$ cat src/hdl/lsel_pkg.sv
// Purpose: Shared constants and types for the laser safety enable logic
// Assumes: 20 MHz system clock
// Notes:   Times are kept in their own unit; cycle counts derive from them
package lsel_pkg;

  localparam int unsigned CLK_HZ       = 20_000_000;
  localparam int unsigned DELAY_S      = 5;
  localparam int unsigned DELAY_CYCLES = DELAY_S * CLK_HZ;
  localparam int unsigned DELAY_W      = 27;
  localparam int unsigned SYNC_STAGES  = 2;

  // Raw safety inputs, taken together
  typedef struct packed {
    logic shutterReq;
    logic interlockIn;
    logic shutterSwitchOpen;
    logic resetRequest;
  } lsel_inputs_t;

  // Indicator lamps
  typedef struct packed {
    logic shutterIndicator;
    logic readyIndicator;
    logic interlockGreen;
    logic interlockRed;
  } lsel_lamps_t;

  // Open-drain style status contacts: value plus enable
  typedef struct packed {
    logic shutterOpenOut;
    logic shutterOpenOe;
    logic interlockOpenOut;
    logic interlockOpenOe;
  } lsel_status_t;

  // Enable sequencing states
  typedef enum logic [1:0] {
    LSEL_IDLE,
    LSEL_WAIT,
    LSEL_LASE,
    LSEL_FAULT
  } lsel_state_t;

endpackage

$ cat src/hdl/lsel_enable.sv
// Purpose: Combines shutter switch, remote shutter request and remote
//          interlock into RF driver power, lasing enable and status
// Assumes: Inputs may be asynchronous to clk; resetRequest is the off/on reset
// Notes:   keyswitchFitted selects delay and latched interlock faults
//
// Function
// - Lase only with shutter switch open
// - Shutter lamp lit exactly when RF powered
// - Request plus open switch powers RF driver
// - Keyswitch: wait five seconds after shutter output
// - Inhibit unless switch open and request asserted
// - Shutter contact closes only with both conditions
// - Interlock green permits; removal red, ready off
// - RF power needs green, ready and shutter together
// - Keyswitch: five seconds after interlock asserts
// - Interlock loss cuts RF until reasserted
// - Interlock contact closed while interlock open
// - No keyswitch: no fault latch, immediate re-enable
// - Keyswitch: latch fault until off-on reset
`timescale 1ns/1ns

module lsel_enable #(
  parameter int unsigned DELAY_CYC = lsel_pkg::DELAY_CYCLES
) (
  // Clock and reset
  input  wire logic                   clk,
  input  wire logic                   resetn,
  // Configuration
  input  wire logic                   keyswitchFitted,
  // Safety inputs
  input  wire lsel_pkg::lsel_inputs_t safetyIn,
  // Indicators and drive
  output logic                        rfPowerEn,
  output logic                        laseEn,
  output lsel_pkg::lsel_lamps_t       lamps,
  output lsel_pkg::lsel_status_t      status
);
  import lsel_pkg::*;

  localparam logic [DELAY_W-1:0] DELAY_LAST = DELAY_W'(DELAY_CYC - 1);

  // States in which DC power reaches the RF driver
  function automatic logic isPowered(input lsel_state_t s);
    return (s == LSEL_LASE) || (s == LSEL_WAIT);
  endfunction

  // Synchroniser chains, one per input bit
  logic [SYNC_STAGES-1:0] syncQ [4];
  lsel_inputs_t           syncIn;
  genvar g;
  generate
    for (g = 0; g < 4; g++) begin : gSync
      always_ff @(posedge clk or negedge resetn) begin
        if (!resetn) begin
          syncQ[g] <= '0;
        end else begin
          syncQ[g] <= {syncQ[g][SYNC_STAGES-2:0], safetyIn[g]};
        end
      end
      assign syncIn[g] = syncQ[g][SYNC_STAGES-1];

    end
  endgenerate

  // Enable conditions
  logic shutterOk;
  logic interlockOk;
  logic allOk;
  assign shutterOk   = syncIn.shutterSwitchOpen && syncIn.shutterReq;
  assign interlockOk = syncIn.interlockIn;
  assign allOk       = shutterOk && interlockOk && !syncIn.resetRequest;

  // Sequencer state
  lsel_state_t        state_q, state_d;
  logic [DELAY_W-1:0] count_q, count_d;
  logic               rdyArm_q, rdyArm_d;

  // Next state: delay, fault latch, re-arm by reset pulse
  always_comb begin
    state_d  = state_q;
    count_d  = count_q;
    rdyArm_d = rdyArm_q;
    if (syncIn.resetRequest) begin
      rdyArm_d = 1'b1;
    end
    case (state_q)
      LSEL_IDLE: begin
        count_d = '0;
        if (allOk && (!keyswitchFitted || rdyArm_q)) begin
          state_d = keyswitchFitted ? LSEL_WAIT : LSEL_LASE;
        end
      end
      LSEL_WAIT: begin
        if (!interlockOk) begin
          state_d = LSEL_FAULT;
          count_d = '0;
        end else if (!allOk) begin
          state_d = LSEL_IDLE;
          count_d = '0;
        end else if (count_q == DELAY_LAST) begin
          state_d = LSEL_LASE;
        end else begin
          count_d = count_q + 1'b1;
        end
      end
      LSEL_LASE: begin
        if (!interlockOk) begin
          state_d = keyswitchFitted ? LSEL_FAULT : LSEL_IDLE;
        end else if (!allOk) begin
          state_d = LSEL_IDLE;
        end
      end
      LSEL_FAULT: begin
        rdyArm_d = syncIn.resetRequest;
        if (syncIn.resetRequest) begin
          state_d = LSEL_IDLE;
        end
      end
      default: begin
        state_d = LSEL_IDLE;
      end
    endcase
    if (state_d == LSEL_FAULT) begin
      rdyArm_d = 1'b0;
    end
  end

  always_ff @(posedge clk or negedge resetn) begin
    if (!resetn) begin
      state_q  <= LSEL_IDLE;
      count_q  <= '0;
      rdyArm_q <= 1'b0;
    end else begin
      state_q  <= state_d;
      count_q  <= count_d;
      rdyArm_q <= rdyArm_d;
    end
  end

  // Output next values
  logic           rfPower_d;
  logic           laseEn_d;
  lsel_lamps_t    lamps_d;
  lsel_status_t   status_d;
  always_comb begin
    rfPower_d = isPowered(state_d);
    laseEn_d  = (state_d == LSEL_LASE);
    lamps_d.shutterIndicator = rfPower_d;
    lamps_d.readyIndicator   = rfPower_d;
    lamps_d.interlockGreen   = interlockOk;
    lamps_d.interlockRed     = !interlockOk;
    status_d.shutterOpenOut   = 1'b0;
    status_d.shutterOpenOe    = shutterOk;
    status_d.interlockOpenOut = 1'b0;
    status_d.interlockOpenOe  = !interlockOk;
  end

  always_ff @(posedge clk or negedge resetn) begin
    if (!resetn) begin
      rfPowerEn <= 1'b0;
      laseEn    <= 1'b0;
      lamps     <= '0;
      status    <= '0;
    end else begin
      rfPowerEn <= rfPower_d;
      laseEn    <= laseEn_d;
      lamps     <= lamps_d;
      status    <= status_d;
    end
  end
endmodule

$ cat config.mk
export PLATFORM = sky130hd
export DESIGN_NAME = lsel_enable
export DESIGN_NICKNAME = d
export VERILOG_FILES = /design/src/hdl/lsel_pkg.sv /design/src/hdl/lsel_enable.sv
export SDC_FILE = /design/constraint.sdc
export NUM_CORES = 1
export LEC_CHECK = 0
export ABC_AREA = 1
export BUFFER_PORTS_ARGS = -buffer_cell sky130_fd_sc_hd__buf_2
export CORE_MARGIN = 8
export CORE_UTILIZATION = 35
export DETAILED_ROUTE_END_ITERATION = 6
export HOLD_SLACK_MARGIN = 0.1
export SYNTH_ARGS = -nofsm -noshare
export SYNTH_HDL_FRONTEND = slang
export SYNTH_SLANG_ARGS = --single-unit
export TNS_END_PERCENT = 20
$ cat constraint.sdc
create_clock -name clk -period 2.6 [get_ports clk]
set_clock_uncertainty 0.2 [all_clocks]
set_input_delay 0.26 -clock clk [delete_from_list [all_inputs] [get_ports clk]]
set_output_delay 0.26 -clock clk [all_outputs]
set_load 0.01 [all_outputs]
==> results of run 1 <==
-- final timing paths --
check | startpoint | end | slack [ns] | depth (start not counted)
setup / recovery | count_q[0] | rdyArm_q | 0.26 | 12
hold / removal | syncQ[6] | syncIn[0] | 0.15 | 0
setup reg to reg | count_q[0] | rdyArm_q | 0.26 | 12
hold reg to reg | syncQ[6] | syncIn[0] | 0.15 | 0
max in group asynchronous | resetn | count_q[11] | 1.47 | 3
min in group asynchronous | resetn | state_q[1] | 0.36 | 3
-- timing repair --
item	4_1_cts	5_1_grt
endpoints found under the setup margin	0	1
hold endpoints to repair	47	0
hold buffers	5	0
gates resized for setup	0	1
-- cell families after synthesis --
group	synth area share, %
AO/OA/AOI/OAI	6.37
XOR/XNOR	1.70
adder cells (fa/ha/maj)	1.46
buffers and inverters	8.80
flip-flops	41.8
other	0.146
AND/OR/NAND/NOR	39.7
-- power breakdown --
part	switching [mW]	leakage, nW	internal (mW)
logic	0.290	0.686	0.118
registers	0.0242	0.568	0.714
clock network	0.247	0.0474	0.217
total	0.561	1.30	1.05
-- layout by cell type, fill, tap and decap left out, drive strengths merged --
cell type	n
xor2	4
and2	1
dfrtp	43
nand4	14
o21bai	2
a21oi	2
buf	18
o21ai	21
ha	3
or2	3
nor3b	1
inv	38
clkbuf	6
nand2	122
clkinvlp	1
conb	2
nor3	9
dlygate4sd3	5
a211oi	1
xnor2	1
nand3	34
clkinv	2
nor2	45
o211ai	1
-- stage by stage --
stage	instances	util, %
final	478	40.2
after global routing	478	40.2
after CTS	478	40.2
after detailed placement	465	38.1
after global placement	465	38.1
after floorplan	358	-
-- registers in the layout, indices dropped and copies added (netlist names) --
| register | cells |
|---|---|
| rdyArm_q | 1 |
| interlockOk | 1 |
| lamps | 2 |
| count_q | 27 |
| syncIn | 3 |
| laseEn | 1 |
| status | 2 |
| state_q | 2 |
| syncQ | 4 |
-- layout make-up --
cell class / instances / area, µm²
well taps: 99 / 124
clock buffers: 6 / 82.6
fillers: 750 / 4290
inverters: 39 / 146
flip-flops and latches: 43 / 1080
multi-input cells: 266 / 1280
clock inverters: 2 / 16.3
repair buffers: 23 / 163
-- metal layers --
metal | up-vias | GRT usage (%) | part of all wire [%]
met1 | 1063 | 16.7 | 48
met3 | 9 | 1.79 | 3.8
met5 | - | 0 | 0
met4 | 0 | 4.58 | 1.7
met2 | 47 | 21.2 | 46
li1 | 1176 | - | -
==> summary.md, run 1 <==
| Metric | Value |
|---|---|
| Outcome | `finished, final reports clean` |
| Clock buffer depth | `2` |
| Clock root cell | `clkbuf_8` |
| Most used cell, CP | `nand2_1` |
| Leading area contributor after synthesis | `dfrtp_1` |
| Mean post-synth cell area | `7.21 µm²` |
| Buf/Inv on CP | `1` |
| Peak VDD IR | `0.272 mV` |
| Initial drt markers | `132` |
| Post-CTS setup buffers | `0` |
| Fmax | `428 MHz` |
| Sink Count | `43` |
| Min cycle time layout | `2.34 ns` |
| Clock Latency Late Sink | `0.30 ns` |
| H-tree depth | `2` |
| Worst Max-Slew Pin Slew | `0.540 ns` |
| Cell Chain, Critical Path | `ha_2, nand2_2, nor2_4, nand2_4, nor3_4, nand3_1, nand2_1, nand2_1, nand2_1, inv_1, ha_1, a211oi_1` |
| Via density | `4.80` |
| Setup crit end kind | `register` |
| CTS tree | `done` |
| Setup WS post-layout | `0.265 ns` |
| Hpwl dp | `4.57 mm` |
| Arr. time, crit path | `2.35 ns` |
| Total track usage | `12.9%` |
| Starting Density | `35.9%` |
| Worst relative slew slack | `64.0%` |
| Hold/Removal Path Class | `reg2reg` |
| Synth cell types | `31` |
| Setup TNS | `0 ns` |
| Largest net degree at the start of global routing | `44` |
| Cell Area, Placed | `2730 µm²` |
| Hold_ws | `0.148 ns` |
| Cell Pwr Density | `558 nW/µm²` |
| # DRC | `0` |
| Initial antenna violation count | `0` |
| Final hold vios | `0` |
| Seq cells post-synth | `43` |
| Critical path's largest stage delay | `0.47 ns` |
| EDFF count, synth | `0` |
| Synth warn | `0` |
| Yosys top cell area share | `41.8%` |
| Share of cells above drive strength 1 | `11.3%` |
| DRT Pass-1 Iters | `4` |
| Final instance area | `2890 µm²` |
| Startpoint types | `register` |
| Top Family by Delay on Critical Path | `simple AND/OR/NAND/NOR gates` |
| Overall power | `1.61 mW` |
| Asr flop ratio synth | `100%` |
| Commonest cells in the synthesized netlist | `119 x nand2_1, 43 x dfrtp_1, 43 x nor2_1` |
| Core area | `7180 µm²` |
| Sequential area share after synthesis | `41.8%` |
| Mapped Cells | `357` |
| Worst EP required | `2.62 ns` |
| RSZ-0062 raised after global routing | `false` |
| Synth top area cells | `dfrtp_1 42%, nand2_1 17%, nand3_1 6.4%, nor2_1 6.3%, inv_1 5.5%` |
| Vias post-DR | `2295` |
| Max FO, Critical Path | `7` |
| Final ANT Viol Nets | `0` |
| Die footprint | `10400 µm²` |
| IO Pins | `17` |
| ANT cells | `0` |
| Final setup fails | `0` |
| DR WL/cell | `12.6 µm` |
| CTS Buf Count | `5` |
| Routed wire length | `6.03 mm` |
| Mapped Area | `2570 µm²` |
| GRT Residual Overflow | `0` |
| Clock-pin slew on the worst setup and hold paths | `0.09 ns` |
| Most frequent cell after synthesis | `nand2_1` |
| I/O Buffers | `14` |
| FP Rows | `31` |
| Die span in y | `102 µm` |
| RePlAce Congestion | `0.946` |
| Max-slew violation count | `0` |
| Die width | `102 µm` |
| Nets@finish | `388` |
| Max-cap check violation count | `0` |
| Vias in the first global route | `2227` |
| Crit share post-route | `89.8%` |
| Place WS | `0.237 ns` |
| Critical path class | `reg2reg` |
| Leakage power | `1.30 nW` |
| Area delta synth->final | `12.1%` |
| Most used DFF post-synth | `dfrtp_1` |
| First-pass GRT wire length | `10.7 mm` |
| Critical-path top delay cell | `dfrtp_1` |
Power figures use the tool's default switching activity.
==> run 2, diff against run 1 <==
--- a/config.mk
+++ b/config.mk
@@ -11,6 +11,8 @@
 export CORE_UTILIZATION = 35
 export DETAILED_ROUTE_END_ITERATION = 6
 export HOLD_SLACK_MARGIN = 0.1
+export MAX_ROUTING_LAYER = met4
+export PLACE_DENSITY = 0.59
 export SYNTH_ARGS = -nofsm -noshare
 export SYNTH_HDL_FRONTEND = slang
 export SYNTH_SLANG_ARGS = --single-unit
==> summary.md, run 2 (same netlist as run 1, synthesis figures left out) <==
| Metric | Value |
|---|---|
| Outcome | `finished, final reports clean` |
| Final hold vios | `0` |
| Worst relative slew slack | `37.8%` |
| FP Rows | `31` |
| Arr. time, crit path | `2.39 ns` |
| Clock buffer depth | `2` |
| CTS Buf Count | `5` |
| RePlAce Congestion | `0.969` |
| First-pass GRT wire length | `11.0 mm` |
| Largest net degree at the start of global routing | `44` |
| Total track usage | `13.8%` |
| Setup TNS | `0 ns` |
| Hold/Removal Path Class | `reg2reg` |
| Die width | `102 µm` |
| Nets@finish | `388` |
| GRT Residual Overflow | `0` |
| I/O Buffers | `14` |
| Clock-pin slew on the worst setup and hold paths | `0.09 ns` |
| H-tree depth | `2` |
| Initial drt markers | `141` |
| Final setup fails | `0` |
| Crit share post-route | `91.3%` |
| Cell Pwr Density | `584 nW/µm²` |
| Cts hold-fix bufs | `5` |
| CTS tree | `done` |
| Max-slew violation count | `0` |
| Starting Density | `35.9%` |
| Finished Core Util | `40.2%` |
| Max FO, Critical Path | `7` |
| Fill count | `749` |
| Worst EP required | `2.61 ns` |
| Final instance area | `2890 µm²` |
| Routed wire length | `6.31 mm` |
| Cells after DPL | `465` |
| Worst Max-Slew Pin Slew | `0.932 ns` |
| Post-CTS setup buffers | `0` |
| Peak VDD IR | `0.256 mV` |
| Setup crit end kind | `register` |
| DR WL/cell | `13.2 µm` |
| Vias in the first global route | `2206` |
| Final ANT Viol Nets | `0` |
| Core area | `7180 µm²` |
| Flip-flop count of the largest register after layout | `27` |
| Initial antenna violation count | `0` |
| Clock root cell | `clkbuf_8` |
| Max-cap check violation count | `0` |
| Min cycle time layout | `2.37 ns` |
| Largest reg by FF count | `count_q` |
| Critical path class | `reg2reg` |
| Area delta synth->final | `12.2%` |
| Commonest cells after routing, fill and taps aside | `119 x nand2_1, 43 x nor2_1, 43 x dfrtp_1` |
| Via density | `4.86` |
| RSZ-0062 raised after global routing | `false` |
| # DRC | `0` |
| Sink Count | `43` |
| Vias post-DR | `2323` |
| Startpoint types | `register` |
| Die span in y | `102 µm` |
| Layout Cells excl Fill | `478` |
| Die footprint | `10400 µm²` |
| Fmax | `421 MHz` |
| Share of cells above drive strength 1 | `11.1%` |
| IO Pins | `17` |
| Clock Latency Late Sink | `0.30 ns` |
| Cell Area, Placed | `2720 µm²` |
| ANT cells | `0` |
| Leakage power | `1.31 nW` |
| DRT Pass-1 Iters | `4` |
| Post-cts sizing count | `0` |
| Most common cell after layout, fill and taps aside | `nand2_1` |
| Hold_ws | `0.154 ns` |
| Hpwl dp | `4.77 mm` |
run 2: metal layers:
layer	up-vias	routed length [µm]	global-route usage, %
met4	0	121	4.93
met5	-	0	-
met1	1092	3080	17.7
met3	10	238	2.41
li1	1180	-	-
met2	41	2870	21.2
run 2: layout make-up:
type,instances,area (µm²),area share (%)
Clock inverter,3,46.3,1.60
Tap cell,99,124,4.29
Inverter,39,146,5.07
Multi-Input combinational cell,266,1270,44.2
Timing Repair Buffer,23,150,5.20
Sequential cell,43,1080,37.3
Clock buffer,5,68.8,2.38
run 2: worst paths after layout:
check / slack, ns / endpoint / startpoint / cells past startpoint
setup reg to reg: 0.23 / rdyArm_q / count_q[0] / 12
min in group asynchronous: 0.44 / syncQ[4] / resetn / 2
max in group asynchronous: 1.18 / count_q[13] / resetn / 2
setup / recovery: 0.23 / rdyArm_q / count_q[0] / 12
hold reg to reg: 0.15 / syncIn[3] / syncQ[0] / 0
hold / removal: 0.15 / syncIn[3] / syncQ[0] / 0
run 2: power by group:
group | leakage (nW) | switching, mW | internal, mW
combinational | 0.685 | 0.288 | 0.118
sequential | 0.568 | 0.0258 | 0.714
clock | 0.0548 | 0.250 | 0.289
run 2: critical path, stage by stage (launching register included):
cell      delay (ns)
dfrtp_1         0.48
ha_1            0.30
nand2_2         0.11
nor2_4          0.18
nand2_4         0.09
nor3_4          0.18
nand3_1         0.09
nand2_1         0.07
nand2_1         0.04
nand2_1         0.08
inv_1           0.06
ha_1            0.19
a211oi_1        0.20
run 2: metrics by stage:
| step | setup WS (ns) | power (mW) |
|---|---|---|
| after floorplan | 0.469 | 1.06 |
| after global placement | 0.332 | 1.15 |
| after detailed placement | 0.249 | 1.16 |
| after CTS | 0.223 | 1.71 |
| after global routing | 0.00140 | 1.79 |
| final | 0.226 | 1.68 |
